### config.mk
export PLATFORM = sky130hd
export DESIGN_NAME = ppfm_top
export DESIGN_NICKNAME = d
export VERILOG_FILES = /design/src/verilog/ppfm_pkg.sv /design/src/verilog/ppfm_top.sv /design/src/verilog/ppfm_glitch_filter.sv
export SDC_FILE = /design/constraint.sdc
export NUM_CORES = 1
export LEC_CHECK = 0
export BUFFER_PORTS_ARGS = -buffer_cell sky130_fd_sc_hd__buf_2
export CAP_MARGIN = 15
export CORE_AREA = 2 2 169 171
export CTS_CLUSTER_SIZE = 40
export DETAILED_ROUTE_END_ITERATION = 6
export DIE_AREA = 0 0 171 173
export GPL_TIMING_DRIVEN = 0
export PLACE_DENSITY = 0.64
export SYNTH_ARGS = -nofsm -noshare
export SYNTH_HDL_FRONTEND = slang
export SYNTH_SLANG_ARGS = --single-unit
### constraint.sdc
create_clock -name mclk_i -period 2 [get_ports mclk_i]
set_input_delay 0.2 -clock mclk_i [delete_from_list [all_inputs] [get_ports mclk_i]]
set_output_delay 0.2 -clock mclk_i [all_outputs]
set_load 0.005 [all_outputs]
### src/verilog/ppfm_pkg.sv
`default_nettype none
package ppfm_pkg;
    // ****************************************************
    // pin map: one flat vector, port j lowest, port t highest
    // ****************************************************
    localparam int T_W      = 8;
    localparam int S_W      = 4;
    localparam int M_W      = 6;
    localparam int P_W      = 8;
    localparam int J_W      = 2;
    localparam int OFS_J    = 0;
    localparam int OFS_P    = OFS_J + J_W;
    localparam int OFS_M    = OFS_P + P_W;
    localparam int OFS_S    = OFS_M + M_W;
    localparam int OFS_T    = OFS_S + S_W;
    localparam int NUM_PINS = OFS_T + T_W;
    localparam int OD_W     = S_W + M_W;
    localparam int IRQ_W    = P_W + J_W;

    // ****************************************************
    // peripheral positions
    // ****************************************************
    localparam int PWM_CH   = 4;
    localparam int TIM_CH   = 6;
    localparam int TIM_LSB  = 2;
    localparam int SPI_W    = 4;
    localparam int SPI_LSB  = 2;
    localparam int S_RX     = 0;
    localparam int S_TX     = 1;
    localparam int M_CAN_RX = 0;
    localparam int M_CAN_TX = 1;
    localparam int P_STRAP  = 6;

    // ****************************************************
    // timing
    // ****************************************************
    localparam int CLK_MHZ    = 200;
    localparam int GLITCH_NS  = 20;
    localparam int GLITCH_CYC = (GLITCH_NS * CLK_MHZ + 999) / 1000;
    // first two edges after release still see the synchroniser's reset value
    localparam logic [1:0] STRAP_WAIT = 2'h3;

    // ****************************************************
    // reset values
    // ****************************************************
    localparam logic PIN_OUT_RST  = 1'h0;
    localparam logic PIN_OEN_RST  = 1'h1;
    localparam logic RX_IDLE      = 1'h1;
    localparam logic FILT_RST_LVL = 1'h0;
endpackage : ppfm_pkg
`default_nettype wire

### src/verilog/ppfm_top.sv
// Notes on behaviour
// - a shared pin goes to its highest-priority enabled function
// - port t: routed pwm beats timer channels, which beat gpio
// - port s bit 1 carries serial transmit when enabled, else gpio
// - port s bit 0 carries serial receive when enabled; bits 2, 3 gpio only
// - port m bits 5..0: sck, mosi, ss, miso, can transmit, can receive
// - port p low four bits: pwm beats gpio; all eight bits interrupt inputs
// - port j bits 1 and 0: gpio or external interrupt sources
// - each port p and j pin has its own enable and flag
// - every pin has direction, reduced drive, pull enable and polarity
// - each output has two drive strengths chosen by a reduce bit
// - each input selects pull-up or pull-down
// - ports with the option support open-drain output
// - interrupt inputs are glitch filtered before flags set
// - pwm routed to port t stays on port p as well
`timescale 1ns/1ps
`default_nettype none
module ppfm_top
    import ppfm_pkg::*;
#(
    parameter int FILT_CYC = GLITCH_CYC
) (
    input  wire logic                mclk_i,
    input  wire logic                rstn_i,
    // pads
    input  wire logic [T_W-1:0]      port_t_pins_i,
    output var  logic [T_W-1:0]      port_t_pins_o,
    output var  logic [T_W-1:0]      port_t_pins_oen_o,
    input  wire logic [S_W-1:0]      port_s_pins_i,
    output var  logic [S_W-1:0]      port_s_pins_o,
    output var  logic [S_W-1:0]      port_s_pins_oen_o,
    input  wire logic [M_W-1:0]      port_m_pins_i,
    output var  logic [M_W-1:0]      port_m_pins_o,
    output var  logic [M_W-1:0]      port_m_pins_oen_o,
    input  wire logic [P_W-1:0]      port_p_pins_i,
    output var  logic [P_W-1:0]      port_p_pins_o,
    output var  logic [P_W-1:0]      port_p_pins_oen_o,
    input  wire logic [J_W-1:0]      port_j_pins_i,
    output var  logic [J_W-1:0]      port_j_pins_o,
    output var  logic [J_W-1:0]      port_j_pins_oen_o,
    output var  logic [NUM_PINS-1:0] pad_drive_low_o,
    output var  logic [NUM_PINS-1:0] pad_pull_en_o,
    output var  logic [NUM_PINS-1:0] pad_pull_dn_o,
    output var  logic [NUM_PINS-1:0] pad_in_o,
    // per-pin configuration
    input  wire logic [NUM_PINS-1:0] gpio_data_i,
    input  wire logic [NUM_PINS-1:0] gpio_dir_i,
    input  wire logic [NUM_PINS-1:0] drive_reduce_i,
    input  wire logic [NUM_PINS-1:0] pull_en_i,
    input  wire logic [NUM_PINS-1:0] pull_sel_i,
    input  wire logic [OD_W-1:0]     open_drain_i,
    input  wire logic [PWM_CH-1:0]   pwm_route_select_i,
    // peripherals
    input  wire logic [PWM_CH-1:0]   pwm_out_i,
    input  wire logic [PWM_CH-1:0]   pwm_en_i,
    input  wire logic [TIM_CH-1:0]   timer_capture_channel_i,
    input  wire logic [TIM_CH-1:0]   timer_capture_channel_en_i,
    output var  logic [TIM_CH-1:0]   timer_capture_channel_o,
    input  wire logic                sci_tx_i,
    input  wire logic                sci_tx_en_i,
    input  wire logic                sci_rx_en_i,
    output var  logic                sci_rx_o,
    input  wire logic                spi_en_i,
    input  wire logic [SPI_W-1:0]    spi_out_i,
    input  wire logic [SPI_W-1:0]    spi_oe_i,
    output var  logic [SPI_W-1:0]    spi_in_o,
    input  wire logic                can_en_i,
    input  wire logic                can_tx_pin_i,
    output var  logic                can_rx_pin_o,
    // interrupt pins: port p in high bits, port j in low bits
    input  wire logic [IRQ_W-1:0]    irq_en_i,
    input  wire logic [IRQ_W-1:0]    irq_clr_i,
    output var  logic [IRQ_W-1:0]    irq_flag_o,
    output var  logic                port_p_irq_o,
    output var  logic                port_j_irq_o,
    output var  logic                rom_enable_strap_o
);
    if (FILT_CYC < 1) begin : g_bad
        $error("FILT_CYC must be at least one");
    end

    // ****************************************************
    // helpers
    // ****************************************************
    // open-drain drives only the low level, a high is released
    function automatic logic pad_release(input logic drv, input logic val, input logic od);
        pad_release = !drv || (od && val);
    endfunction : pad_release

    function automatic logic irq_edge(input logic now, input logic prev, input logic rise);
        irq_edge = rise ? (now && !prev) : (!now && prev);
    endfunction : irq_edge

    // ****************************************************
    // pin input synchroniser
    // ****************************************************
    logic [NUM_PINS-1:0] pin_in_w;
    logic [NUM_PINS-1:0] meta_r;
    assign pin_in_w = {port_t_pins_i, port_s_pins_i, port_m_pins_i, port_p_pins_i, port_j_pins_i};

    always_ff @(posedge mclk_i) begin
        if (!rstn_i) begin
            meta_r   <= '0;
            pad_in_o <= '0;
        end else begin
            meta_r   <= pin_in_w;
            pad_in_o <= meta_r;
        end
    end

    // ****************************************************
    // function select, lowest priority written first
    // ****************************************************
    logic [NUM_PINS-1:0] out_c;
    logic [NUM_PINS-1:0] drv_c;
    logic [NUM_PINS-1:0] od_c;
    logic [NUM_PINS-1:0] oen_c;

    always_comb begin
        out_c = gpio_data_i;
        drv_c = gpio_dir_i;
        od_c  = '0;
        od_c[OFS_S +: S_W] = open_drain_i[0 +: S_W];
        od_c[OFS_M +: M_W] = open_drain_i[S_W +: M_W];
        for (int k = 0; k < TIM_CH; k++) begin
            if (timer_capture_channel_en_i[k]) begin
                out_c[OFS_T + TIM_LSB + k] = timer_capture_channel_i[k];
                drv_c[OFS_T + TIM_LSB + k] = 1'h1;
            end
        end
        for (int k = 0; k < PWM_CH; k++) begin
            if (pwm_route_select_i[k] && pwm_en_i[k]) begin
                out_c[OFS_T + k] = pwm_out_i[k];
                drv_c[OFS_T + k] = 1'h1;
            end
            // routing to port t never takes the channel off port p
            if (pwm_en_i[k]) begin
                out_c[OFS_P + k] = pwm_out_i[k];
                drv_c[OFS_P + k] = 1'h1;
            end
        end
        if (sci_tx_en_i) begin
            out_c[OFS_S + S_TX] = sci_tx_i;
            drv_c[OFS_S + S_TX] = 1'h1;
        end
        if (sci_rx_en_i) begin
            drv_c[OFS_S + S_RX] = 1'h0;
        end
        if (spi_en_i) begin
            for (int k = 0; k < SPI_W; k++) begin
                out_c[OFS_M + SPI_LSB + k] = spi_out_i[k];
                drv_c[OFS_M + SPI_LSB + k] = spi_oe_i[k];
            end
        end
        if (can_en_i) begin
            out_c[OFS_M + M_CAN_TX] = can_tx_pin_i;
            drv_c[OFS_M + M_CAN_TX] = 1'h1;
            drv_c[OFS_M + M_CAN_RX] = 1'h0;
        end
        for (int i = 0; i < NUM_PINS; i++) begin
            oen_c[i] = pad_release(drv_c[i], out_c[i], od_c[i]);
        end
    end

    // ****************************************************
    // pad drive registers
    // ****************************************************
    logic [NUM_PINS-1:0] pad_out_r;
    logic [NUM_PINS-1:0] pad_oen_r;

    always_ff @(posedge mclk_i) begin
        if (!rstn_i) begin
            pad_out_r <= {NUM_PINS{PIN_OUT_RST}};
            pad_oen_r <= {NUM_PINS{PIN_OEN_RST}};
        end else begin
            pad_out_r <= out_c;
            pad_oen_r <= oen_c;
        end
    end

    assign port_t_pins_o     = pad_out_r[OFS_T +: T_W];
    assign port_t_pins_oen_o = pad_oen_r[OFS_T +: T_W];
    assign port_s_pins_o     = pad_out_r[OFS_S +: S_W];
    assign port_s_pins_oen_o = pad_oen_r[OFS_S +: S_W];
    assign port_m_pins_o     = pad_out_r[OFS_M +: M_W];
    assign port_m_pins_oen_o = pad_oen_r[OFS_M +: M_W];
    assign port_p_pins_o     = pad_out_r[OFS_P +: P_W];
    assign port_p_pins_oen_o = pad_oen_r[OFS_P +: P_W];
    assign port_j_pins_o     = pad_out_r[OFS_J +: J_W];
    assign port_j_pins_oen_o = pad_oen_r[OFS_J +: J_W];

    // ****************************************************
    // drive strength and pull devices
    // ****************************************************
    // pulls are cut while the pin drives, saving current against itself
    always_ff @(posedge mclk_i) begin
        if (!rstn_i) begin
            pad_drive_low_o <= '0;
            pad_pull_en_o   <= '0;
            pad_pull_dn_o   <= '0;
        end else begin
            pad_drive_low_o <= drive_reduce_i;
            pad_pull_en_o   <= pull_en_i & ~drv_c;
            pad_pull_dn_o   <= pull_sel_i;
        end
    end

    // ****************************************************
    // inputs back to peripherals
    // ****************************************************
    always_ff @(posedge mclk_i) begin
        if (!rstn_i) begin
            timer_capture_channel_o <= '0;
            sci_rx_o                <= RX_IDLE;
            spi_in_o                <= '0;
            can_rx_pin_o            <= RX_IDLE;
        end else begin
            timer_capture_channel_o <= pad_in_o[OFS_T + TIM_LSB +: TIM_CH];
            sci_rx_o     <= sci_rx_en_i ? pad_in_o[OFS_S + S_RX] : RX_IDLE;
            spi_in_o     <= spi_en_i ? pad_in_o[OFS_M + SPI_LSB +: SPI_W] : '0;
            can_rx_pin_o <= can_en_i ? pad_in_o[OFS_M + M_CAN_RX] : RX_IDLE;
        end
    end

    // ****************************************************
    // rom enable strap
    // ****************************************************
    // wait until the synchroniser holds a real pin sample, then freeze
    logic [1:0] strap_cnt_r;

    always_ff @(posedge mclk_i) begin
        if (!rstn_i) begin
            strap_cnt_r        <= '0;
            rom_enable_strap_o <= '0;
        end else if (strap_cnt_r != STRAP_WAIT) begin
            strap_cnt_r <= strap_cnt_r + 2'h1;
            if (strap_cnt_r + 2'h1 == STRAP_WAIT) begin
                rom_enable_strap_o <= pad_in_o[OFS_P + P_STRAP];
            end
        end
    end

    // ****************************************************
    // interrupt pins: filter, edge, flag
    // ****************************************************
    logic [IRQ_W-1:0] irq_raw_w;
    logic [IRQ_W-1:0] irq_rise_w;
    logic [IRQ_W-1:0] filt_w;
    logic [IRQ_W-1:0] filt_prev_r;
    logic [IRQ_W-1:0] edge_c;
    logic [IRQ_W-1:0] flag_nxt;

    assign irq_raw_w  = {pad_in_o[OFS_P +: P_W], pad_in_o[OFS_J +: J_W]};
    assign irq_rise_w = {pull_sel_i[OFS_P +: P_W], pull_sel_i[OFS_J +: J_W]};

    ppfm_glitch_filter #(
        .W   (IRQ_W),
        .CYC (FILT_CYC)
    ) u_filt (
        .mclk_i (mclk_i),
        .rstn_i (rstn_i),
        .din_i  (irq_raw_w),
        .dout_o (filt_w)
    );

    // a new edge in the clearing cycle keeps the flag set
    always_comb begin
        for (int i = 0; i < IRQ_W; i++) begin
            edge_c[i] = irq_edge(filt_w[i], filt_prev_r[i], irq_rise_w[i]);
        end
        flag_nxt = (irq_flag_o & ~irq_clr_i) | edge_c;
    end

    always_ff @(posedge mclk_i) begin
        if (!rstn_i) begin
            filt_prev_r  <= {IRQ_W{FILT_RST_LVL}};
            irq_flag_o   <= '0;
            port_p_irq_o <= 1'h0;
            port_j_irq_o <= 1'h0;
        end else begin
            filt_prev_r  <= filt_w;
            irq_flag_o   <= flag_nxt;
            port_p_irq_o <= |(flag_nxt[J_W +: P_W] & irq_en_i[J_W +: P_W]);
            port_j_irq_o <= |(flag_nxt[0 +: J_W] & irq_en_i[0 +: J_W]);
        end
    end
endmodule : ppfm_top
`default_nettype wire

### src/verilog/ppfm_glitch_filter.sv
`timescale 1ns/1ps
`default_nettype none
module ppfm_glitch_filter
    import ppfm_pkg::*;
#(
    parameter int   W   = IRQ_W,
    parameter int   CYC = GLITCH_CYC
) (
    input  wire logic         mclk_i,
    input  wire logic         rstn_i,
    input  wire logic [W-1:0] din_i,
    output var  logic [W-1:0] dout_o
);
    localparam int CW = $clog2(CYC + 1);
    localparam logic [CW-1:0] LAST = CW'(CYC - 1);

    if (CYC < 1 || W < 1) begin : g_bad
        $error("glitch filter needs W and CYC of at least one");
    end

    // ****************************************************
    // per-bit stability counter
    // ****************************************************
    // a level is accepted only after CYC equal samples in a row
    for (genvar i = 0; i < W; i++) begin : g_bit
        logic [CW-1:0] cnt_r;
        always_ff @(posedge mclk_i) begin
            if (!rstn_i) begin
                cnt_r     <= '0;
                dout_o[i] <= FILT_RST_LVL;
            end else if (din_i[i] == dout_o[i]) begin
                cnt_r <= '0;
            end else if (cnt_r == LAST) begin
                cnt_r     <= '0;
                dout_o[i] <= din_i[i];
            end else begin
                cnt_r <= cnt_r + CW'(1);
            end
        end
    end
endmodule : ppfm_glitch_filter
`default_nettype wire

== Word-level counts from Yosys, hierarchy flattened ==
Cells that the tools add are included.
Word-level totals
  output and inout port bits: 193
  logic and storage cells: 251
  bits of input ports: 238
  register bits: 273
Operators by class
  add/subtract/negate cells: 11
  reductions and logical operators: 118
  bitwise gates (word level): 18
  multiplexer cells: 45
  equal/unequal tests: 22
Operator list (count)
  logical NOT 1 bit: 48
  2-to-1 mux 1 bit: 42
  logical AND 1 bit: 34
  adder 3 x 1 -> 3 bit (second input constant): 10
  equality test 3 x 2 -> 1 bit (second input constant): 10
  OR reduction 3 bit: 10
  bitwise AND 28 bit: 1
  inverter 28 bit: 1
  AND reduction 2 bit: 14
  inverter 1 bit: 11
  bitwise AND 10 bit: 1
  equality test 1 bit: 10
  logical OR 1 bit: 10
  inverter 10 bit: 1
  OR 10 bit: 1
  bitwise AND 8 bit: 1
  2-to-1 mux 4 bit: 2
  OR reduction 8 bit: 1
  adder 2 x 1 -> 2 bit (second input constant): 1
  bitwise AND 2 bit: 1
  equality test 2 bit (second input constant): 1
  2-to-1 mux 2 bit: 1
  inequality test 2 bit (second input constant): 1
  OR reduction 2 bit: 1

== Logic depth before layout (Yosys ltp) ==
  word-level depth: 6
  depth in mapped cells: 5
  mapped depth without buffers: 4

== Hierarchy ==
Synthesis repeated with hierarchy kept, for this count alone.
Second synthesis, totals
  cell total of the unflattened synthesis: 768
  area, all modules: 8619.5 sq um
By module, submodules not included
  ppfm_top: sequential area each 4664.5 sq um, instances 1, area an instance 6986.7 sq um, cells each 634
  ppfm_glitch_filter: sequential area each 800.8 sq um, instances 1, area an instance 1632.8 sq um, cells each 134

== Worst setup path after synthesis ==
OpenSTA, ideal clock, no wires.
  path kind: flip-flop to flip-flop
  from: reg u_filt.dout_o[3]
  to: reg port_p_irq_o
  stages on the path, launching flop included: 5
  path buffers: 0
  required time: 1.875 ns
  setup time: 0.125 ns
  slack: 0.333 ns
  data arrival time: 1.542 ns
  clock period less this slack: 1.667 ns
  cells stage by stage: dfxtp_1 > and4b_1 > a2111o_1 > a2111o_1 > o41a_1
Between the ends
  word-level cells in the longest chain between the ends: 6
  elaborated cells between the ends (all ways): 7
  those cells by class: mux (1); bitwise (2); reduce/logical (4)
Ends and longest elaborated chain
  from (decl): line ppfm_glitch_filter.sv:12  | output var logic [W-1:0] dout_o
  from (signal, indexed assignment): line ppfm_glitch_filter.sv:35  | dout_o[i] <= din_i[i];
  logical NOT 1 bit: line ppfm_top.sv:91  | irq_edge = rise ? (now && !prev) : (!now && prev);
  logical AND 1 bit: line ppfm_top.sv:91
  2-to-1 mux 1 bit *: line ppfm_top.sv:91
  OR 10 bit *: line ppfm_top.sv:271  | flag_nxt = (irq_flag_o & ~irq_clr_i) | edge_c;
  bitwise AND 8 bit *: line ppfm_top.sv:283  | port_p_irq_o <= |(flag_nxt[J_W +: P_W] & irq_en_i[J_W +: P_W]);
  OR reduction 8 bit *: line ppfm_top.sv:283
  to (signal assigned): line ppfm_top.sv:283
  to (decl): line ppfm_top.sv:74  | output var logic port_p_irq_o,
Every way passes the cells marked *; elsewhere a longest branch is shown, timed or not.
A chain may end at the register's enable or synchronous reset.

==> results summary <==
The initial antenna violation count was 10. After detailed placement, the total cell area comes to 0.0112 mm2. TritonCTS built the clock tree. The post-synthesis instance area is 0.00863 mm2. Across the VDD grid, the largest voltage drop is 0.700 mV. The sink count of the clock tree came out at ~270. The number of optimization iterations in the first detailed-route pass came out at 5. The root buffer cell chosen for the clock tree is clkbuf_16. The library cell occupying the most area in the post-synthesis netlist is dfxtp_1. The worst endpoint data arrival time is 2.46 ns. The fraction of final layout cells with drive strength greater than 1 is 0.328.

For this configuration, the core starts out at a cell density of 0.312. The path class of the tightest hold or removal check is primary input to flop. The area growth from synthesis to layout is 66.7%.

In the synthesized netlist the async set-or-reset flop fraction comes to 0. The clock share of power came out at 0.437. The flop and latch count out of synthesis is about 270.

The post-CTS setup-driven buffer insertion count is 0. The max capacitance violation total came out at 0. The die area is ~0.030 mm2. After detailed placement, the design holds a cell count of between 1500 and 2000. The die height is about 170 um.

The post-detailed-route via-to-cell ratio came out at ~4.3. Data on the critical path is required at its endpoint by around 2.5 ns. The sequential share of the synthesized area came out at 0.633. The detail route stage leaves a number of antenna-violating nets equal to 0.

The later-pin clock latency in the skew report came out at approximately 0.54 ns. In this run the number of H-tree levels came out at 1. The dominant delay contributor by cell family on the critical path is buffers and inverters. The time the worst path needs with I/O delays and setup is between 1.5 and 2 ns. The fraction of synthesized cell area taken by the top area cell type came out at 0.633. The pre-CTS worst setup slack came out at -0.337 ns. The run finished with clean final reports. The count of buffers from port buffering is 429. The setup violation total in the final timing report is 0. Overall power consumption after layout is estimated at between 10 and 15 mW.

The power per unit of standard cell area came out at approximately 860 mW/mm2. Counting both buffers and inverters, the worst setup path holds a total of 4. The post-route fraction of the period consumed by the critical path came out at 0.996. In this run the count of I/O pins placed on the die edge is about 430. The minimum setup slack in the final design is between 0.007 and 0.008 ns. The slew at the pin closest to its max-slew limit came out at between 0.7 and 0.8 ns.

After clock tree synthesis, the clock-pin slew on the worst setup and hold paths is 0.06 ns. The total core area came out at about 0.028 mm2. Traced cell by cell, the critical path runs through clkbuf_1 > clkbuf_1 > clkbuf_1 > nand2_1 > nor3_1 > dlygate4sd3_1. Dividing the detail-routed wire length by the instance count gives 16.1 um.

The number of nets handed over by synthesis was 1042. The number of hold violations in the final report is 0. The average size of a mapped cell is ~11 um2. Setup repair after global routing could not meet its margin everywhere.

The HPWL after detailed placement is 21200 um. The count of placed standard cells in the final layout, fillers left out is ~1900. The final weighted congestion in routability-driven placement is 0.901. The count of yosys warnings during synthesis is 0.

The DRC violation count after routing is 0. The synthesized netlist cell count came out at between 700 and 800. The critical path's most frequent cell is clkbuf_1. For this run, the leading register cell type out of synthesis is dfxtp_1. The sequential share of power is 0.465. The total negative setup slack is 0 ns. Summing over every cut layer, the via total after detailed routing is 8042. At the end of the flow the core is filled with cells to 0.521. The commonest cells after synthesis are 273 x dfxtp_1, 139 x and2_1, 57 x nand2_1. In the post-synthesis netlist, the cell with the most instances is dfxtp_1. The clock skew after layout came out at about 0.016 ns. The number of CTS-inserted buffers is 29. The largest single stage delay on the critical path is roughly 0.58 ns. The total net switching power is ~2.7 mW. Entering global routing, the biggest net connects 14 pins.

The placement row count is 61. The wire length of the first global-routing pass is between 40000 and 50000 um. The portion of total power attributed to combinational logic is 0.098. In this run, the number of DRC markers left after iteration 0 of detailed routing was 337.

The kind of start point of the critical path is a primary input. The static leakage came out at ~6.9 nW. The setup path with the least slack is of type primary input to flop. In this run the tightest slew margin relative to its limit is 0.469. The via count of the first global-routing pass was 8318. The final net count is roughly 1700.

The buffer depth of the longest clock path came out at 3. In this run, synthesis inferred 0 flip-flops with an integrated enable. Of the total power, the share spent switching nets is 0.221. Along the worst path, the maximum fanout reaches 10.

The slowest cell on the critical path is dlygate4sd3_1. The horizontal extent of the die is 171 um. The top achievable clock speed is 502 MHz. The final cell area excluding filler cells came out at ~0.014 mm2.

The netlist uses 38 different library cells. After synthesis, the cell types taking the most area are dfxtp_1 63%, and2_1 10%, ha_1 3.2%. In the global route stage, overall resource usage came out at 0.194.

The overflow left after global routing is 0. The number of slew-limit violations in the final report is 0. Final hold analysis gives a worst-case slack of ~0.018 ns. The internal portion of the total power is between 9 and 10 mW. The worst setup path is captured at a flop. The total detailed-routing wirelength came out at between 30000 and 40000 um.
==> repair_timing <==
| action | 4_1_cts | 5_1_grt |
|---|---|---|
| resized for setup | 0 | 1 |
| endpoints found under the setup margin | 0 | 18 |
| hold buffers | 212 | 1 |
| endpoints found under the hold margin | 169 | 1 |
==> power by group through the flow <==
stage / Sequential [mW] / Clock, mW / Combinational, mW
3_5_place_dp: 5.85 / 0 / 0.868
4_1_cts: 5.73 / 5.53 / 1.19
2_1_floorplan: 5.87 / 0 / 0.275
5_1_grt: 5.75 / 5.77 / 1.32
6_report: 5.74 / 5.40 / 1.21
3_3_place_gp: 5.85 / 0 / 0.862
==> tightest hold or removal path, delay by kind of cell <==
kind,cells,cell delay [ns]
AO/OA/AOI/OAI,1,0.15
buffers and inverters,1,0.08
multiplexers,1,0.07
==> per-layer routing <==
layer	share of wire	vias to the layer above	track usage	wire, um
met3	0.087	64	0.0584	2620
li1	-	3878	-	-
met5	0.00030	-	0	9
met2	0.50	369	0.353	15100
met1	0.37	3729	0.205	11200
met4	0.039	2	0.0805	1170
==> layout by cell type, fill, tap and decap left out, drive strengths merged, types with 15 or more instances in the layout <==
| master | synthesis | layout |
|---|---|---|
| buf | 5 | 433 |
| o21ai | 15 | 15 |
| clkbuf | 24 | 67 |
| nor2 | 46 | 46 |
| nand2 | 57 | 57 |
| nor2b | 38 | 38 |
| inv | 28 | 28 |
| and2 | 140 | 140 |
| dlygate4sd3 | 0 | 213 |
| ha | 22 | 22 |
| dfxtp | 273 | 273 |
| mux2i | 27 | 27 |
==> final cells by class <==
cell class / instances / area (um2)
Inverter: 28 / 105
Clock buffer: 42 / 865
Antenna cell: 8 / 20.0
Tap cell: 378 / 473
Buffer: 29 / 110
Sequential cell: 273 / 5470
Timing Repair Buffer: 642 / 4280
Multi-Input combinational cell: 452 / 2950
Fill cell: 2435 / 13200
Clock inverter: 11 / 115
==> kinds of logic (layout without fill, tap and decap cells) <==
logic type / Yosys count / in the layout / share of synthesized area
and+or+nand+nor: 343 / 343 / 0.225
DFF: 273 / 273 / 0.633
adders and majority gates: 22 / 22 / 0.0319
muxes: 31 / 31 / 0.0365
buffers and inverters: 57 / 752 / 0.0248
xor gates and xnor gates: 11 / 11 / 0.0112
other: 0 / 8 / 0
AOI/OAI and AO/OA: 45 / 45 / 0.0368
==> registers in the layout, summed over array words and instances, names as in the netlist, 2 cells and up <==
name and count:
filt_prev_r 10, irq_flag_o 10, meta_r 28, pad_drive_low_o 28, pad_in_o 28, pad_oen_r 28
pad_out_r 28, pad_pull_dn_o 28, pad_pull_en_o 28, spi_in_o 4, strap_cnt_r 2, timer_capture_channel_o 6
u_filt.dout_o 10, u_filt.g_bit.cnt_r 30
==> final timing paths <==
path / start / end / slack [ns] / cells after the start
worst min register to register: u_filt.g_bit[7].cnt_r[0] / u_filt.g_bit[7].cnt_r[0] / 0.42 / 1
worst max register to register: u_filt.dout_o[3] / port_p_irq_o / 0.20 / 4
worst min-delay path: spi_out_i[0] / pad_oen_r[12] / 0.02 / 3
worst max-delay path: rstn_i / pad_pull_en_o[3] / 0.007 / 6
(Power assumes the default switching activity.)
